==> src/rtl/msp_consts.vh <==
// constants for the module swap policy check block
// Operation
// RULE_01: power module replaced while powered: power swap
// RULE_02: new board or other module: board swap; code: other module fitted while powered on a known board is a power swap
// RULE_03: module exchanged while unpowered: board swap
// RULE_04: same module or board reinserted: no swap
// RULE_05: detect by comparing module serial number
// RULE_06: rejected swap leaves stored serial unchanged
// RULE_07: units digit governs power module swap
// RULE_08: tens digit governs control board swap
// RULE_09: rejection raises the single swap fault
// RULE_10: board swap uses new board's policy
// RULE_11: weaker module lowers current limit settings; code: not when a required card was loaded in the same run-up
// RULE_12: limit reduction regardless of policy, persists
// RULE_13: stronger module leaves current limit unchanged
// RULE_14: board swap with readable card loads card
// RULE_15: start only if slot, safety, card match
// RULE_16: mismatched card still loads, then error, no start
// RULE_17: no card: check stored slot against controller
// RULE_18: card required: card low rating data loaded
// RULE_19: card copy waits for module link and supply
`ifndef MSP_CONSTS_VH
`define MSP_CONSTS_VH
`define MSP_POL_REJECT   2'h0
`define MSP_POL_ORDER    2'h1
`define MSP_POL_STACK    2'h2
`define MSP_POL_ACCEPT   2'h3
`define MSP_CLS_NONE     2'h0
`define MSP_CLS_POWER    2'h1
`define MSP_CLS_BOARD    2'h2
`define MSP_REG_STATUS   4'h0
`define MSP_REG_MASK     4'h1
`define MSP_REG_POLICY   4'h2
`define MSP_REG_LIMIT    4'h3
`define MSP_REG_SERIAL   4'h4
`define MSP_REG_RESULT   4'h5
`define MSP_REG_SLOT     4'h6
`define MSP_REG_CTRL     4'h7
`define MSP_SLOT_SAFE_BIT 8
`define MSP_SLOT_CREQ_BIT 9
`define MSP_EV_DONE      0
`define MSP_EV_FAULT     1
`define MSP_EV_LIMIT     2
`define MSP_EV_START_ERR 3
`define MSP_NEV          4
`define MSP_COPY_TIME_NS 1000
`define MSP_CLK_PERIOD_NS 4
`define MSP_COPY_CYC     ((`MSP_COPY_TIME_NS + `MSP_CLK_PERIOD_NS - 1) / `MSP_CLK_PERIOD_NS)
`define MSP_LIMIT_RST    16'hffff
`endif

==> src/rtl/msp_policy_eval.v <==
// policy digit evaluation for one swap class
`timescale 1ns/1ps
`default_nettype none
`include "msp_consts.vh"
module msp_policy_eval (
  input  wire [1:0] digit,
  input  wire       order_same,
  input  wire       stack_same,
  output reg        accept
);
  // see RULE_07 see RULE_08
  always @* begin
    case (digit)
      `MSP_POL_REJECT: accept = 1'b0;
      `MSP_POL_ORDER:  accept = order_same;
      `MSP_POL_STACK:  accept = stack_same;
      default:         accept = 1'b1;
    endcase
  end
endmodule
`default_nettype wire

==> src/rtl/msp_swap_check.v <==
// run-up swap classification, policy check and card load sequencing
`timescale 1ns/1ps
`default_nettype none
`include "msp_consts.vh"
module msp_swap_check #(
  parameter SW   = 32,
  parameter OW   = 16,
  parameter LW   = 16,
  parameter SLW  = 8,
  parameter COPY = `MSP_COPY_CYC
) (
  input  wire           SYS_CLK,
  input  wire           NRST,
  input  wire           RUNUP_REQ,
  input  wire           BOARD_NEW,
  input  wire           BOARD_WAS_OFF,
  input  wire           MODULE_LINK,
  input  wire           SUPPLY_OK,
  input  wire [SW-1:0]  MODULE_SERIAL,
  input  wire [OW-1:0]  MODULE_ORDER,
  input  wire [OW-1:0]  MODULE_STACK,
  input  wire [LW-1:0]  MODULE_LIMIT,
  input  wire           CARD_PRESENT,
  input  wire           CARD_READABLE,
  input  wire [LW-1:0]  CARD_LIMIT,
  input  wire [SLW-1:0] CARD_SLOT,
  input  wire           CARD_SAFETY,
  input  wire           CARD_REQUIRED,
  input  wire [7:0]     CARD_POLICY,
  input  wire [SLW-1:0] CTRL_SLOT,
  input  wire           CTRL_SAFETY,
  input  wire           CTRL_CARD_REQ,
  input  wire [3:0]     REG_ADDR,
  input  wire [31:0]    REG_WDATA,
  input  wire           REG_WR,
  input  wire           REG_RD,
  output reg  [31:0]    REG_RDATA,
  output reg            IRQ,
  output reg            SWAP_FAULT,
  output reg            START_OK,
  output reg            CARD_COPY_BUSY,
  output reg  [1:0]     SWAP_CLASS
);
  // ==========================================================
  // shared decodes
  function wr_hit;
    input [3:0] addr;
    input [3:0] target;
    input       wr;
    begin
      wr_hit = wr && (addr == target);
    end
  endfunction

  function swap_reject;
    input [1:0] cls_in;
    input       power_ok;
    input       board_ok;
    begin
      swap_reject = ((cls_in == `MSP_CLS_POWER) && !power_ok) ||
                    ((cls_in == `MSP_CLS_BOARD) && !board_ok);
    end
  endfunction

  // a limit pinned by a required card is never lowered
  function limit_lower;
    input [LW-1:0] module_limit;
    input [LW-1:0] limit_now;
    input          card_pinned;
    begin
      limit_lower = (module_limit < limit_now) && !card_pinned;
    end
  endfunction

  // ==========================================================
  // reset release and pin synchronisers
  reg [1:0] rst_sync_q;
  wire      rst_n = rst_sync_q[1];
  always @(posedge SYS_CLK or negedge NRST) begin
    if (!NRST) begin
      rst_sync_q <= 2'h0;
    end else begin
      rst_sync_q <= {rst_sync_q[0], 1'b1};
    end
  end

  localparam NPIN = 7;
  wire [NPIN-1:0] pin_raw = {RUNUP_REQ, BOARD_NEW, BOARD_WAS_OFF, MODULE_LINK, SUPPLY_OK,
                             CARD_PRESENT, CARD_READABLE};
  reg  [NPIN-1:0] pin_s1_q;
  reg  [NPIN-1:0] pin_s2_q;
  always @(posedge SYS_CLK or negedge rst_n) begin
    if (!rst_n) begin
      pin_s1_q <= {NPIN{1'b0}};
      pin_s2_q <= {NPIN{1'b0}};
    end else begin
      pin_s1_q <= pin_raw;
      pin_s2_q <= pin_s1_q;
    end
  end
  wire runup_s   = pin_s2_q[6];
  wire new_s     = pin_s2_q[5];
  wire wasoff_s  = pin_s2_q[4];
  wire link_s    = pin_s2_q[3];
  wire supply_s  = pin_s2_q[2];
  wire card_ok_s = pin_s2_q[1] & pin_s2_q[0];

  // controller settings, static but from another domain
  localparam NCTL = SLW + 2;
  reg  [NCTL-1:0] ctrl_s1_q;
  reg  [NCTL-1:0] ctrl_s2_q;
  always @(posedge SYS_CLK or negedge rst_n) begin
    if (!rst_n) begin
      ctrl_s1_q <= {NCTL{1'b0}};
      ctrl_s2_q <= {NCTL{1'b0}};
    end else begin
      ctrl_s1_q <= {CTRL_CARD_REQ, CTRL_SAFETY, CTRL_SLOT};
      ctrl_s2_q <= ctrl_s1_q;
    end
  end
  wire [SLW-1:0] ctrl_slot_s = ctrl_s2_q[SLW-1:0];
  wire           ctrl_safe_s = ctrl_s2_q[SLW];
  wire           ctrl_creq_s = ctrl_s2_q[SLW+1];

  reg runup_d1_q;
  always @(posedge SYS_CLK or negedge rst_n) begin
    if (!rst_n) begin
      runup_d1_q <= 1'b0;
    end else begin
      runup_d1_q <= runup_s;
    end
  end
  wire runup_go = runup_s & ~runup_d1_q;

  // ==========================================================
  // stored state
  reg [SW-1:0]  serial_q;
  reg [OW-1:0]  order_q;
  reg [OW-1:0]  stack_q;
  reg [LW-1:0]  rated_q;
  reg [LW-1:0]  limit_q;
  reg [7:0]     policy_q;
  reg [SLW-1:0] slot_q;
  reg           safety_q;
  reg           card_req_q;
  reg           valid_q;
  reg [`MSP_NEV-1:0] status_q;
  reg [`MSP_NEV-1:0] mask_q;
  reg [`MSP_NEV-1:0] ev;

  localparam ST_IDLE  = 5'h01;
  localparam ST_WAIT  = 5'h02;
  localparam ST_COPY  = 5'h04;
  localparam ST_EVAL  = 5'h08;
  localparam ST_START = 5'h10;
  reg [4:0]  state_q;
  reg [15:0] copy_cnt_q;
  reg        card_used_q;
  reg        card_slot_bad_q;

  // ==========================================================
  // classification
  wire serial_same = valid_q && (MODULE_SERIAL == serial_q);
  wire order_same  = (MODULE_ORDER == order_q);
  wire stack_same  = (MODULE_STACK == stack_q);
  reg  [1:0] cls;
  always @*begin
    cls = `MSP_CLS_NONE;
    if (new_s || !valid_q) begin
      cls = `MSP_CLS_BOARD;                   // see RULE_02
    end else if (!serial_same) begin        // see RULE_05
      if (wasoff_s) begin
        cls = `MSP_CLS_BOARD;                 // see RULE_03
      end else begin
        cls = `MSP_CLS_POWER;                 // see RULE_01
      end
    end
    // same serial on known board: reinsert only, see RULE_04
  end

  // ==========================================================
  // policy check
  wire [7:0] pol_use = (state_q == ST_EVAL && cls == `MSP_CLS_BOARD && card_used_q)
                       ? CARD_POLICY : policy_q;   // see RULE_10
  wire acc_power;
  wire acc_board;
  msp_policy_eval u_eval_power (
    .digit      (pol_use[1:0]),
    .order_same (order_same),
    .stack_same (stack_same),
    .accept     (acc_power)
  );
  msp_policy_eval u_eval_board (
    .digit      (pol_use[5:4]),
    .order_same (order_same),
    .stack_same (stack_same),
    .accept     (acc_board)
  );
  wire reject_now = swap_reject(cls, acc_power, acc_board);   // see RULE_09
  wire lower_now  = limit_lower(MODULE_LIMIT, limit_q, card_used_q && card_req_q);

  // ==========================================================
  // run-up sequencer
  wire [SLW-1:0] slot_cmp  = slot_q;
  wire           start_ok  = (ctrl_slot_s == slot_cmp) && (ctrl_safe_s == safety_q) &&
                             (ctrl_creq_s == card_req_q);   // see RULE_15 see RULE_17

  always @(posedge SYS_CLK or negedge rst_n) begin
    if (!rst_n) begin
      state_q         <= ST_IDLE;
      copy_cnt_q      <= 16'h0000;
      card_used_q     <= 1'b0;
      card_slot_bad_q <= 1'b0;
      serial_q        <= {SW{1'b0}};
      order_q         <= {OW{1'b0}};
      stack_q         <= {OW{1'b0}};
      rated_q         <= {LW{1'b0}};
      limit_q         <= `MSP_LIMIT_RST;
      policy_q        <= 8'h00;
      slot_q          <= {SLW{1'b0}};
      safety_q        <= 1'b0;
      card_req_q      <= 1'b0;
      valid_q         <= 1'b0;
      SWAP_FAULT      <= 1'b0;
      START_OK        <= 1'b0;
      CARD_COPY_BUSY  <= 1'b0;
      SWAP_CLASS      <= `MSP_CLS_NONE;
    end else begin
      if (wr_hit(REG_ADDR, `MSP_REG_POLICY, REG_WR)) begin
        policy_q <= REG_WDATA[7:0];
      end
      if (wr_hit(REG_ADDR, `MSP_REG_LIMIT, REG_WR)) begin
        limit_q <= REG_WDATA[LW-1:0];
      end
      if (wr_hit(REG_ADDR, `MSP_REG_SLOT, REG_WR)) begin
        slot_q     <= REG_WDATA[SLW-1:0];
        safety_q   <= REG_WDATA[`MSP_SLOT_SAFE_BIT];
        card_req_q <= REG_WDATA[`MSP_SLOT_CREQ_BIT];
      end
      case (state_q)
        ST_IDLE: begin
          if (runup_go) begin
            START_OK    <= 1'b0;
            SWAP_FAULT  <= 1'b0;
            card_used_q <= 1'b0;
            card_slot_bad_q <= 1'b0;
            state_q     <= ST_WAIT;
          end
        end
        ST_WAIT: begin
          if (link_s && supply_s) begin       // see RULE_19
            if (cls == `MSP_CLS_BOARD && card_ok_s) begin   // see RULE_14
              CARD_COPY_BUSY <= 1'b1;
              copy_cnt_q     <= 16'h0000;
              state_q        <= ST_COPY;
            end else begin
              state_q <= ST_EVAL;
            end
          end
        end
        ST_COPY: begin
          if (copy_cnt_q == COPY - 1) begin
            // card overwrites stored set, even for a foreign slot, see RULE_16
            policy_q        <= CARD_POLICY;
            slot_q          <= CARD_SLOT;
            safety_q        <= CARD_SAFETY;
            card_req_q      <= CARD_REQUIRED;
            limit_q         <= CARD_LIMIT;    // see RULE_18
            card_used_q     <= 1'b1;
            card_slot_bad_q <= (CARD_SLOT != ctrl_slot_s);
            CARD_COPY_BUSY  <= 1'b0;
            state_q         <= ST_EVAL;
          end else begin
            copy_cnt_q <= copy_cnt_q + 16'h0001;
          end
        end
        ST_EVAL: begin
          SWAP_CLASS <= cls;
          // limit lowering ignores the policy outcome, see RULE_11 see RULE_12 see RULE_13
          if (lower_now) begin
            limit_q <= MODULE_LIMIT;
          end
          if (reject_now) begin
            SWAP_FAULT <= 1'b1;               // see RULE_09
          end else begin
            serial_q <= MODULE_SERIAL;        // see RULE_06
            order_q  <= MODULE_ORDER;
            stack_q  <= MODULE_STACK;
            rated_q  <= MODULE_LIMIT;
            valid_q  <= 1'b1;
          end
          state_q <= ST_START;
        end
        ST_START: begin
          START_OK <= start_ok && !SWAP_FAULT;
          state_q  <= ST_IDLE;
        end
        default: state_q <= ST_IDLE;
      endcase
    end
  end

  // ==========================================================
  // events and interrupt
  always @* begin
    ev = {`MSP_NEV{1'b0}};
    ev[`MSP_EV_DONE]      = (state_q == ST_START);
    ev[`MSP_EV_FAULT]     = (state_q == ST_EVAL) && reject_now;
    ev[`MSP_EV_LIMIT]     = (state_q == ST_EVAL) && lower_now;
    ev[`MSP_EV_START_ERR] = (state_q == ST_START) && !(start_ok && !SWAP_FAULT);
  end

  wire rd_status = REG_RD && (REG_ADDR == `MSP_REG_STATUS);
  wire [`MSP_NEV-1:0] status_d = (rd_status ? {`MSP_NEV{1'b0}} : status_q) | ev;
  always @(posedge SYS_CLK or negedge rst_n) begin
    if (!rst_n) begin
      status_q <= {`MSP_NEV{1'b0}};
      mask_q   <= {`MSP_NEV{1'b0}};
      IRQ      <= 1'b0;
    end else begin
      // a set in the clearing cycle wins
      status_q <= status_d;
      if (wr_hit(REG_ADDR, `MSP_REG_MASK, REG_WR)) begin
        mask_q <= REG_WDATA[`MSP_NEV-1:0];
      end
      IRQ <= |(status_d & mask_q);
    end
  end

  // ==========================================================
  // register read
  reg [31:0] rd_d;
  always @* begin
    rd_d = 32'h0000_0000;
    case (REG_ADDR)
      `MSP_REG_STATUS: rd_d[`MSP_NEV-1:0] = status_q;
      `MSP_REG_MASK:   rd_d[`MSP_NEV-1:0] = mask_q;
      `MSP_REG_POLICY: rd_d[7:0] = policy_q;
      `MSP_REG_LIMIT:  rd_d[LW-1:0] = limit_q;
      `MSP_REG_SERIAL: rd_d[SW-1:0] = serial_q;
      `MSP_REG_RESULT: rd_d[7:0] = {card_slot_bad_q, card_used_q, valid_q, START_OK,
                                    SWAP_FAULT, CARD_COPY_BUSY, SWAP_CLASS};
      `MSP_REG_SLOT:   rd_d[SLW+1:0] = {card_req_q, safety_q, slot_q};
      `MSP_REG_CTRL:   rd_d[LW-1:0] = rated_q;
      default:         rd_d = 32'h0000_0000;
    endcase
  end
  always @(posedge SYS_CLK or negedge rst_n) begin
    if (!rst_n) begin
      REG_RDATA <= 32'h0000_0000;
    end else begin
      REG_RDATA <= REG_RD ? rd_d : 32'h0000_0000;
    end
  end
endmodule
`default_nettype wire

==> config.mk <==
export PLATFORM = sky130hd
export DESIGN_NAME = msp_swap_check
export DESIGN_NICKNAME = d
export VERILOG_FILES = /design/src/rtl/msp_policy_eval.v /design/src/rtl/msp_swap_check.v
export VERILOG_INCLUDE_DIRS = /design/src /design/src/rtl
export SDC_FILE = /design/constraint.sdc
export NUM_CORES = 1
export LEC_CHECK = 0
export ABC_AREA = 0
export BUFFER_PORTS_ARGS = -buffer_cell sky130_fd_sc_hd__buf_2
export CAP_MARGIN = 5
export CORE_ASPECT_RATIO = 0.6
export CORE_MARGIN = 8
export CORE_UTILIZATION = 50
export CTS_BUF_LIST = sky130_fd_sc_hd__clkbuf_4 sky130_fd_sc_hd__clkbuf_8 sky130_fd_sc_hd__clkbuf_16
export DETAILED_ROUTE_END_ITERATION = 6
export PLACE_DENSITY_LB_ADDON = 0.25
export SYNTH_ARGS = -nofsm -noshare
export SYNTH_HDL_FRONTEND = slang
export SYNTH_SLANG_ARGS = --single-unit
==> constraint.sdc <==
create_clock -name SYS_CLK -period 6.8 [get_ports SYS_CLK]
set_input_delay 1.02 -clock SYS_CLK [delete_from_list [all_inputs] [get_ports SYS_CLK]]
set_output_delay 1.02 -clock SYS_CLK [all_outputs]
set_load 0.005 [all_outputs]
Word level (Yosys, flattened, before mapping)
Index checks and enable logic that the tools add are counted.
Storage, ports and cells
  flip-flop bits (word level): 221
  input port bits: 171
  output and inout port bits: 38
  word-level logic and storage cells: 161
Operators by class
  add/sub/neg operators: 1
  magnitude comparators: 1
  equality and inequality tests: 32
  muxes and demuxes: 50
  bitwise logic cells: 6
  reduce and logical (&&, ||, !) cells: 43
Operator list (number)
  two-way mux 16 bit: 7
  case mux 16 bit (2 select lines): 2
  two-way mux 8 bit: 6
  == test 16 bit: 2
  == test 32 bit: 1
  two-way mux 32 bit: 1
  case mux 4 bit (8 select lines): 1
  case mux 4 bit (6 select lines): 1
  logical AND 1 bit: 20
  case mux 5 bit (4 select lines): 1
  case mux 6 bit (3 select lines): 1
  adder 16 x 1 -> 16 bit, second input constant: 1
  == test 16 x 8 -> 1 bit, second input constant: 1
  == test 4 x 3 -> 1 bit, second input constant: 4
  < comparator 16 bit: 1
  two-way mux 5 bit: 3
  two-way mux 1 bit: 13
  != test 2 bit, second input constant: 6
  case mux 1 bit (2 select lines): 5
  AND reduction 3 bit: 3
  == test 4 x 2 -> 1 bit, second input constant: 2
  == test 8 bit: 1
  two-way mux 4 bit: 2
  != test 8 bit: 1
  25 further kinds: 47

Longest topological paths before layout
  depth in word-level cells: 17
  mapped depth: 11
  depth with buffers taken out: 9

Hierarchy
A second synthesis with hierarchy kept.
Unflattened totals
  cells, all modules: 898
  area, all modules: 10924.2 sq um
Modules (own cells, without submodules)
  msp_swap_check: times used 1, cells an instance 892, area an instance 10899.2 sq um
  msp_policy_eval: times used 2, cells an instance 3, area an instance 12.5 sq um

Worst setup path before layout
No wires, ideal clock.
  path type: input to register
  start point: input REG_ADDR[0]
  end point: register limit_q[10]
  library setup time: 0.088 ns
  arrival time: 2.896 ns
  data required time: 6.712 ns
  path slack: 3.816 ns
  cell stages on the path: 10
  path through: clkbuf_1 > nand2_1 > nor3_2 > nand2_1 > buf_2 > mux2i_1 > nand2_1 > o21ai_0 > o22ai_1 > or3_1
On the way
  longest elaborated chain between the ends: 5
  elaborated cells on any way between the ends: 6
  those cells by class: eq/ne (1); mux (4); reduce/logical (1)
RTL lines
  start, declared: RTL line msp_swap_check.v:33  | input wire [3:0] REG_ADDR,
  == test 4 x 2 -> 1 bit *: RTL line msp_swap_check.v:51  | wr_hit = wr && (addr == target);
  logical AND 1 bit *: RTL line msp_swap_check.v:51
  two-way mux 16 bit *: RTL line msp_swap_check.v:232  | if (wr_hit(REG_ADDR, `MSP_REG_LIMIT, REG_WR)) begin
  two-way mux 16 bit, on equally long branches: RTL line msp_swap_check.v:280, msp_swap_check.v:262
  case mux 16 bit (2 select lines) *: RTL line msp_swap_check.v:240  | case (state_q)
  end signal, assigned: RTL line msp_swap_check.v:218  | limit_q <= `MSP_LIMIT_RST;
  end signal, assigned: RTL line msp_swap_check.v:233  | limit_q <= REG_WDATA[LW-1:0];
  end, declared: RTL line msp_swap_check.v:141  | reg [LW-1:0] limit_q;
Mark *: on every way between the ends. The rest lies on a longest branch, timed or not.
A chain may end at the register's enable or synchronous reset.

Final worst setup path
  start point: input MODULE_SERIAL[28]
  end point: register serial_q[26]
On the way
  longest elaborated chain between the ends: 15
  elaborated cells on any way between the ends: 24
  those cells by class: eq/ne (7); mux (5); bitwise (1); reduce/logical (11)
RTL lines
  start, declared: RTL line msp_swap_check.v:19  | input wire [SW-1:0] MODULE_SERIAL,
  == test 32 bit *: RTL line msp_swap_check.v:163  | wire serial_same = valid_q && (MODULE_SERIAL == serial_q);
  logical AND 1 bit *: RTL line msp_swap_check.v:163
  two-way mux 2 bit *: RTL line msp_swap_check.v:171  | end else if (!serial_same) begin
  two-way mux 2 bit *: RTL line msp_swap_check.v:169  | if (new_s || !valid_q) begin
  == test 2 bit (no line)
  logical AND 1 bit (no line)
  logical AND 1 bit: RTL line msp_swap_check.v:183  | wire [7:0] pol_use = (state_q == ST_EVAL && cls == `MSP_CLS_BOARD && card_used_q)
  two-way mux 6 bit: RTL line msp_swap_check.v:183
  == test 2 bit (tied with other cells): RTL line msp_policy_eval.v:13  | case (digit)
  case mux 1 bit (3 select lines): RTL line msp_policy_eval.v:13
  logical NOT 1 bit, on equally long branches: RTL line msp_swap_check.v:60, msp_swap_check.v:61
  logical AND 1 bit, on equally long branches: RTL line msp_swap_check.v:60, msp_swap_check.v:61
  logical OR 1 bit *: RTL line msp_swap_check.v:60  | swap_reject = ((cls_in == `MSP_CLS_POWER) && !power_ok) ||
  NOT 1 bit (no line) *
  AND reduction 2 bit (no line) *
  end signal, assigned: RTL line msp_swap_check.v:214  | serial_q <= {SW{1'b0}};
  end, declared: RTL line msp_swap_check.v:137  | reg [SW-1:0] serial_q;
Marks and branches as above.

==> run summary <==
Clk pin slew, worst setup/hold paths -> 60 ps
worst reg2reg startpoint -> state_q[4]
Compound-Gate Fraction of Synth Area -> 8.969%
detailed-routing iteration count for the pre-antenna-repair pass -> 5
xor and xnor fraction of the mapped netlist area -> 7.344%
Worst Tran Pin Value -> 1277 ps
main combinational cell family by area after synthesis -> multiplexers
HPWL after DPL -> 22660 um
fraction of final layout cells with drive strength greater than 1 -> 31.33%
die extent in x -> 206.2 um
Hold WC Path Type -> input port to async pin
synthesized flop and latch total -> 221
area growth from synthesis to layout -> 18.08%
total CTS buffers -> 22
adder-cell share of the synthesized area -> 1.960%
commonest register cell after synthesis -> dfrtp_1
crit path max-delay cell type -> and2_4
number of design-rule violations left by the first detailed-router iteration -> 761
number of cells on the worst reg-to-reg path -> 9
capturing element type of the critical path -> register
Post-Synthesis Net Count -> 1121
IO Pins -> 209
simple logic cell fraction of the synthesized area -> 12.07%
htree depth -> 1
number of input and output port buffers inserted -> 192
Final Critical Period -> 4174 ps
number of enable flip-flop cells after synthesis -> 0
Worst EP arrival -> 4560 ps
detailed-route vias per instance -> 5.725
fin cells -> 1413
vias -> 8089
Die Span Y -> 130.1 um
CTS tree -> built
post-CTS resize count -> 0
cells along the critical path -> buf_2, xnor2_1, nand4_1, nor4_1, a31oi_1, nor2_1, o31a_1, and2_4, buf_4, mux2_4
hold_ws -> 295.9 ps
mean routed wirelength per cell -> 21.50 um
starting density of the core -> 51.35%
final worst-path cycle share -> 61.39%
total die area -> 26830 sq um
final routed wirelength across all metal layers -> 30380 um
clock tree sinks -> 221
overall power consumption -> 3.883 mW
setup_tns -> 0 ps
share of synthesized area occupied by flip-flops and latches -> 51.15%
endpoint of the worst-slack reg-to-reg timing path -> serial_q[26]
final layout net count -> 1302
number of buffers inserted by hold repair at cts -> 0
final routed DRC violation total -> 0
max-capacitance violation count -> 0
placed cell count -> 1369
Warnings, synthesis -> 0
outcome -> finished clean
worst slew slack as a fraction of its limit -> 14.88%
Async S/R FF share, synth -> 100.0%
startpoint type of the worst setup path -> input port
required time of the critical path -> 7180 ps
setup repair after global routing missed its margin -> false
Final setup violation count -> 0
total global-route track usage -> 22.38%
Crit Path Category -> input port to register
worst-case clock skew -> 7.825 ps
Crit. Startpoint -> MODULE_SERIAL[28]
maximum single-stage delay on the critical path -> 850 ps
final hold vios -> 0
wire length of the first global-routing pass -> 46750 um
Peak supply drop -> 0.0001867 V
# Post-CTS Setup Buffers -> 0
Power Dens Cells -> 303.0 nW/um^2
number of global-route vias before repair -> 8022
post-synthesis instance area -> 10850 sq um
GRT overflow -> 0
worst setup path end -> serial_q[26]
final max-slew violation count -> 0
largest net degree at the start of global routing -> 111
latest clock arrival within the worst-skew pair -> 500 ps
gp weighted congestion -> 0.9196
standby leakage power -> 6.399 nW
remaining antenna violation count -> 0
number of buffers between clock root and the deepest sink -> 3
worst-path fanout max -> 54
mux share of post-synthesis cell area -> 15.55%
Avg Inst Size Synth -> 11.63 sq um
Synth Instances -> 933
synth unique cells -> 53
CTS Root Cell -> clkbuf_16
placeable core region -> 21140 sq um
fmax -> 239.6 MHz
initial antenna violation count -> 6
r2r setup slk -> 2830 ps
row count -> 41
[report_power, final]
part | internal [mW] | total [mW] | leakage, nW | switching, mW
sequential | 1.55 | 1.77 | 2.84 | 0.220
combinational | 0.387 | 0.811 | 3.17 | 0.424
clock | 0.778 | 1.30 | 0.391 | 0.526
total | 2.71 | 3.88 | 6.40 | 1.17
[stage by stage]
step / setup WS, ps / instance area, sq um / util (%)
6_report: 2626 / 12810 / 60.63
5_1_grt: 2431 / 12810 / 60.62
4_1_cts: 2694 / 12800 / 60.58
3_5_place_dp: 2191 / 12020 / 56.86
3_3_place_gp: 2236 / 12020 / 56.86
2_1_floorplan: 215.1 / 10850 / -
[kinds of logic after synthesis]
group,Yosys count
and+or+nand+nor,256
DFF,221
AOI/OAI and AO/OA,153
muxes,128
xor gates and xnor gates,91
buffers and inverters,66
adders and majority gates,17
other,1
[flip-flops by register name, summed over array words and instances, names as in the netlist, 8 cells and up]
name / count
REG_RDATA: 32
copy_cnt_q: 16
ctrl_s1_q: 10
ctrl_s2_q: 10
limit_q: 16
order_q: 16
policy_q: 8
rated_q: 16
serial_q: 32
slot_cmp: 8
stack_q: 16
[worst min-delay path by stage]
stage / start / endpoint / slack (ps) / cells after the start
after detailed placement: pin_s1_q[3] / pin_s2_q[3] / 330 / 0
final: NRST / rst_sync_q[1] / 300 / 1
after global placement: ctrl_s1_q[6] / ctrl_s2_q[6] / 330 / 0
after global routing: NRST / rst_sync_q[1] / 280 / 1
after CTS: NRST / rst_sync_q[1] / 280 / 1
after floorplan: ctrl_s1_q[0] / ctrl_s2_q[0] / 330 / 0
[routing by layer]
layer	share of wire, %	wire length (um)	vias up	track usage, %
met1	48	14490	4032	34.35
met3	9.0	2736	46	5.792
li1	-	-	3701	-
met4	1.5	463	6	4.449
met5	0.13	40	-	0
met2	42	12650	304	31.21
[layout by cell type, fill, tap and decap left out, types with 5 or more instances in the layout]
cell type,synthesis,layout
ha_1,17,17
a221oi_1,8,8
xnor2_1,49,49
nand2_1,73,73
xor2_1,42,42
mux2_2,8,8
nand2b_1,6,6
clkbuf_16,0,23
or3_1,21,21
o21ai_0,50,50
o22ai_1,14,14
buf_2,1,192
a21o_1,13,13
a22oi_1,18,18
buf_4,0,6
nor2_1,28,27
nor4_1,11,11
nand4_1,19,19
nor3_1,28,27
and2_1,5,5
dfrtp_1,204,203
inv_1,23,23
clkinv_2,0,5
and3_1,32,32
a21oi_1,22,21
nor2b_1,7,7
mux2_4,79,79
dfstp_2,17,17
a31oi_1,7,7
nand3_1,16,16
mux2i_1,40,40
[layout make-up]
class                   instances  area, sq um
inverters                      24        90.09
multi-input cells             646         4996
clock inverters                12        156.4
well taps                     279        349.1
fillers                      1775         8320
flip-flops and latches        221         5555
diodes                          4        10.01
clock buffers                  28        631.9
repair buffers                199         1026
[Yosys cell counts (3+ instances only)]
| cell | instances | share of area [%] |
|---|---|---|
| dfrtp_1 | 204 | 47 |
| mux2_4 | 79 | 11 |
| nand2_1 | 73 | 2.5 |
| o21ai_0 | 50 | 2.3 |
| xnor2_1 | 49 | 4.0 |
| xor2_1 | 42 | 3.4 |
| mux2i_1 | 40 | 3.7 |
| and3_1 | 32 | 1.8 |
| clkbuf_1 | 28 | 0.97 |
| nor2_1 | 28 | 0.97 |
| nor3_1 | 28 | 1.3 |
| inv_1 | 23 | 0.80 |
| a21oi_1 | 22 | 1.0 |
| or3_1 | 21 | 1.2 |
| nand4_1 | 19 | 1.1 |
| a22oi_1 | 18 | 1.2 |
| dfstp_2 | 17 | 4.1 |
| ha_1 | 17 | 2.0 |
| nand3_1 | 16 | 0.74 |
| o22ai_1 | 14 | 0.81 |
| a21o_1 | 13 | 0.90 |
| nor4_1 | 11 | 0.63 |
| buf_6 | 9 | 0.93 |
| a221oi_1 | 8 | 0.65 |
| mux2_2 | 8 | 0.83 |
| a31oi_1 | 7 | 0.40 |
| nor2b_1 | 7 | 0.40 |
| nand2b_1 | 6 | 0.35 |
| and2_1 | 5 | 0.29 |
| buf_1 | 4 | 0.14 |
| o211ai_1 | 4 | 0.28 |
| a32oi_1 | 3 | 0.24 |
| or2_2 | 3 | 0.17 |
[critical path: cells and delay by family]
| family | cells | cell delay (ps) |
|---|---|---|
| buffers and inverters | 2 | 550 |
| and+or+nand+nor | 4 | 1850 |
| muxes | 1 | 330 |
| xor gates and xnor gates | 1 | 230 |
| AOI/OAI and AO/OA | 2 | 510 |
No activity file was read; power rests on OpenSTA's default activity.
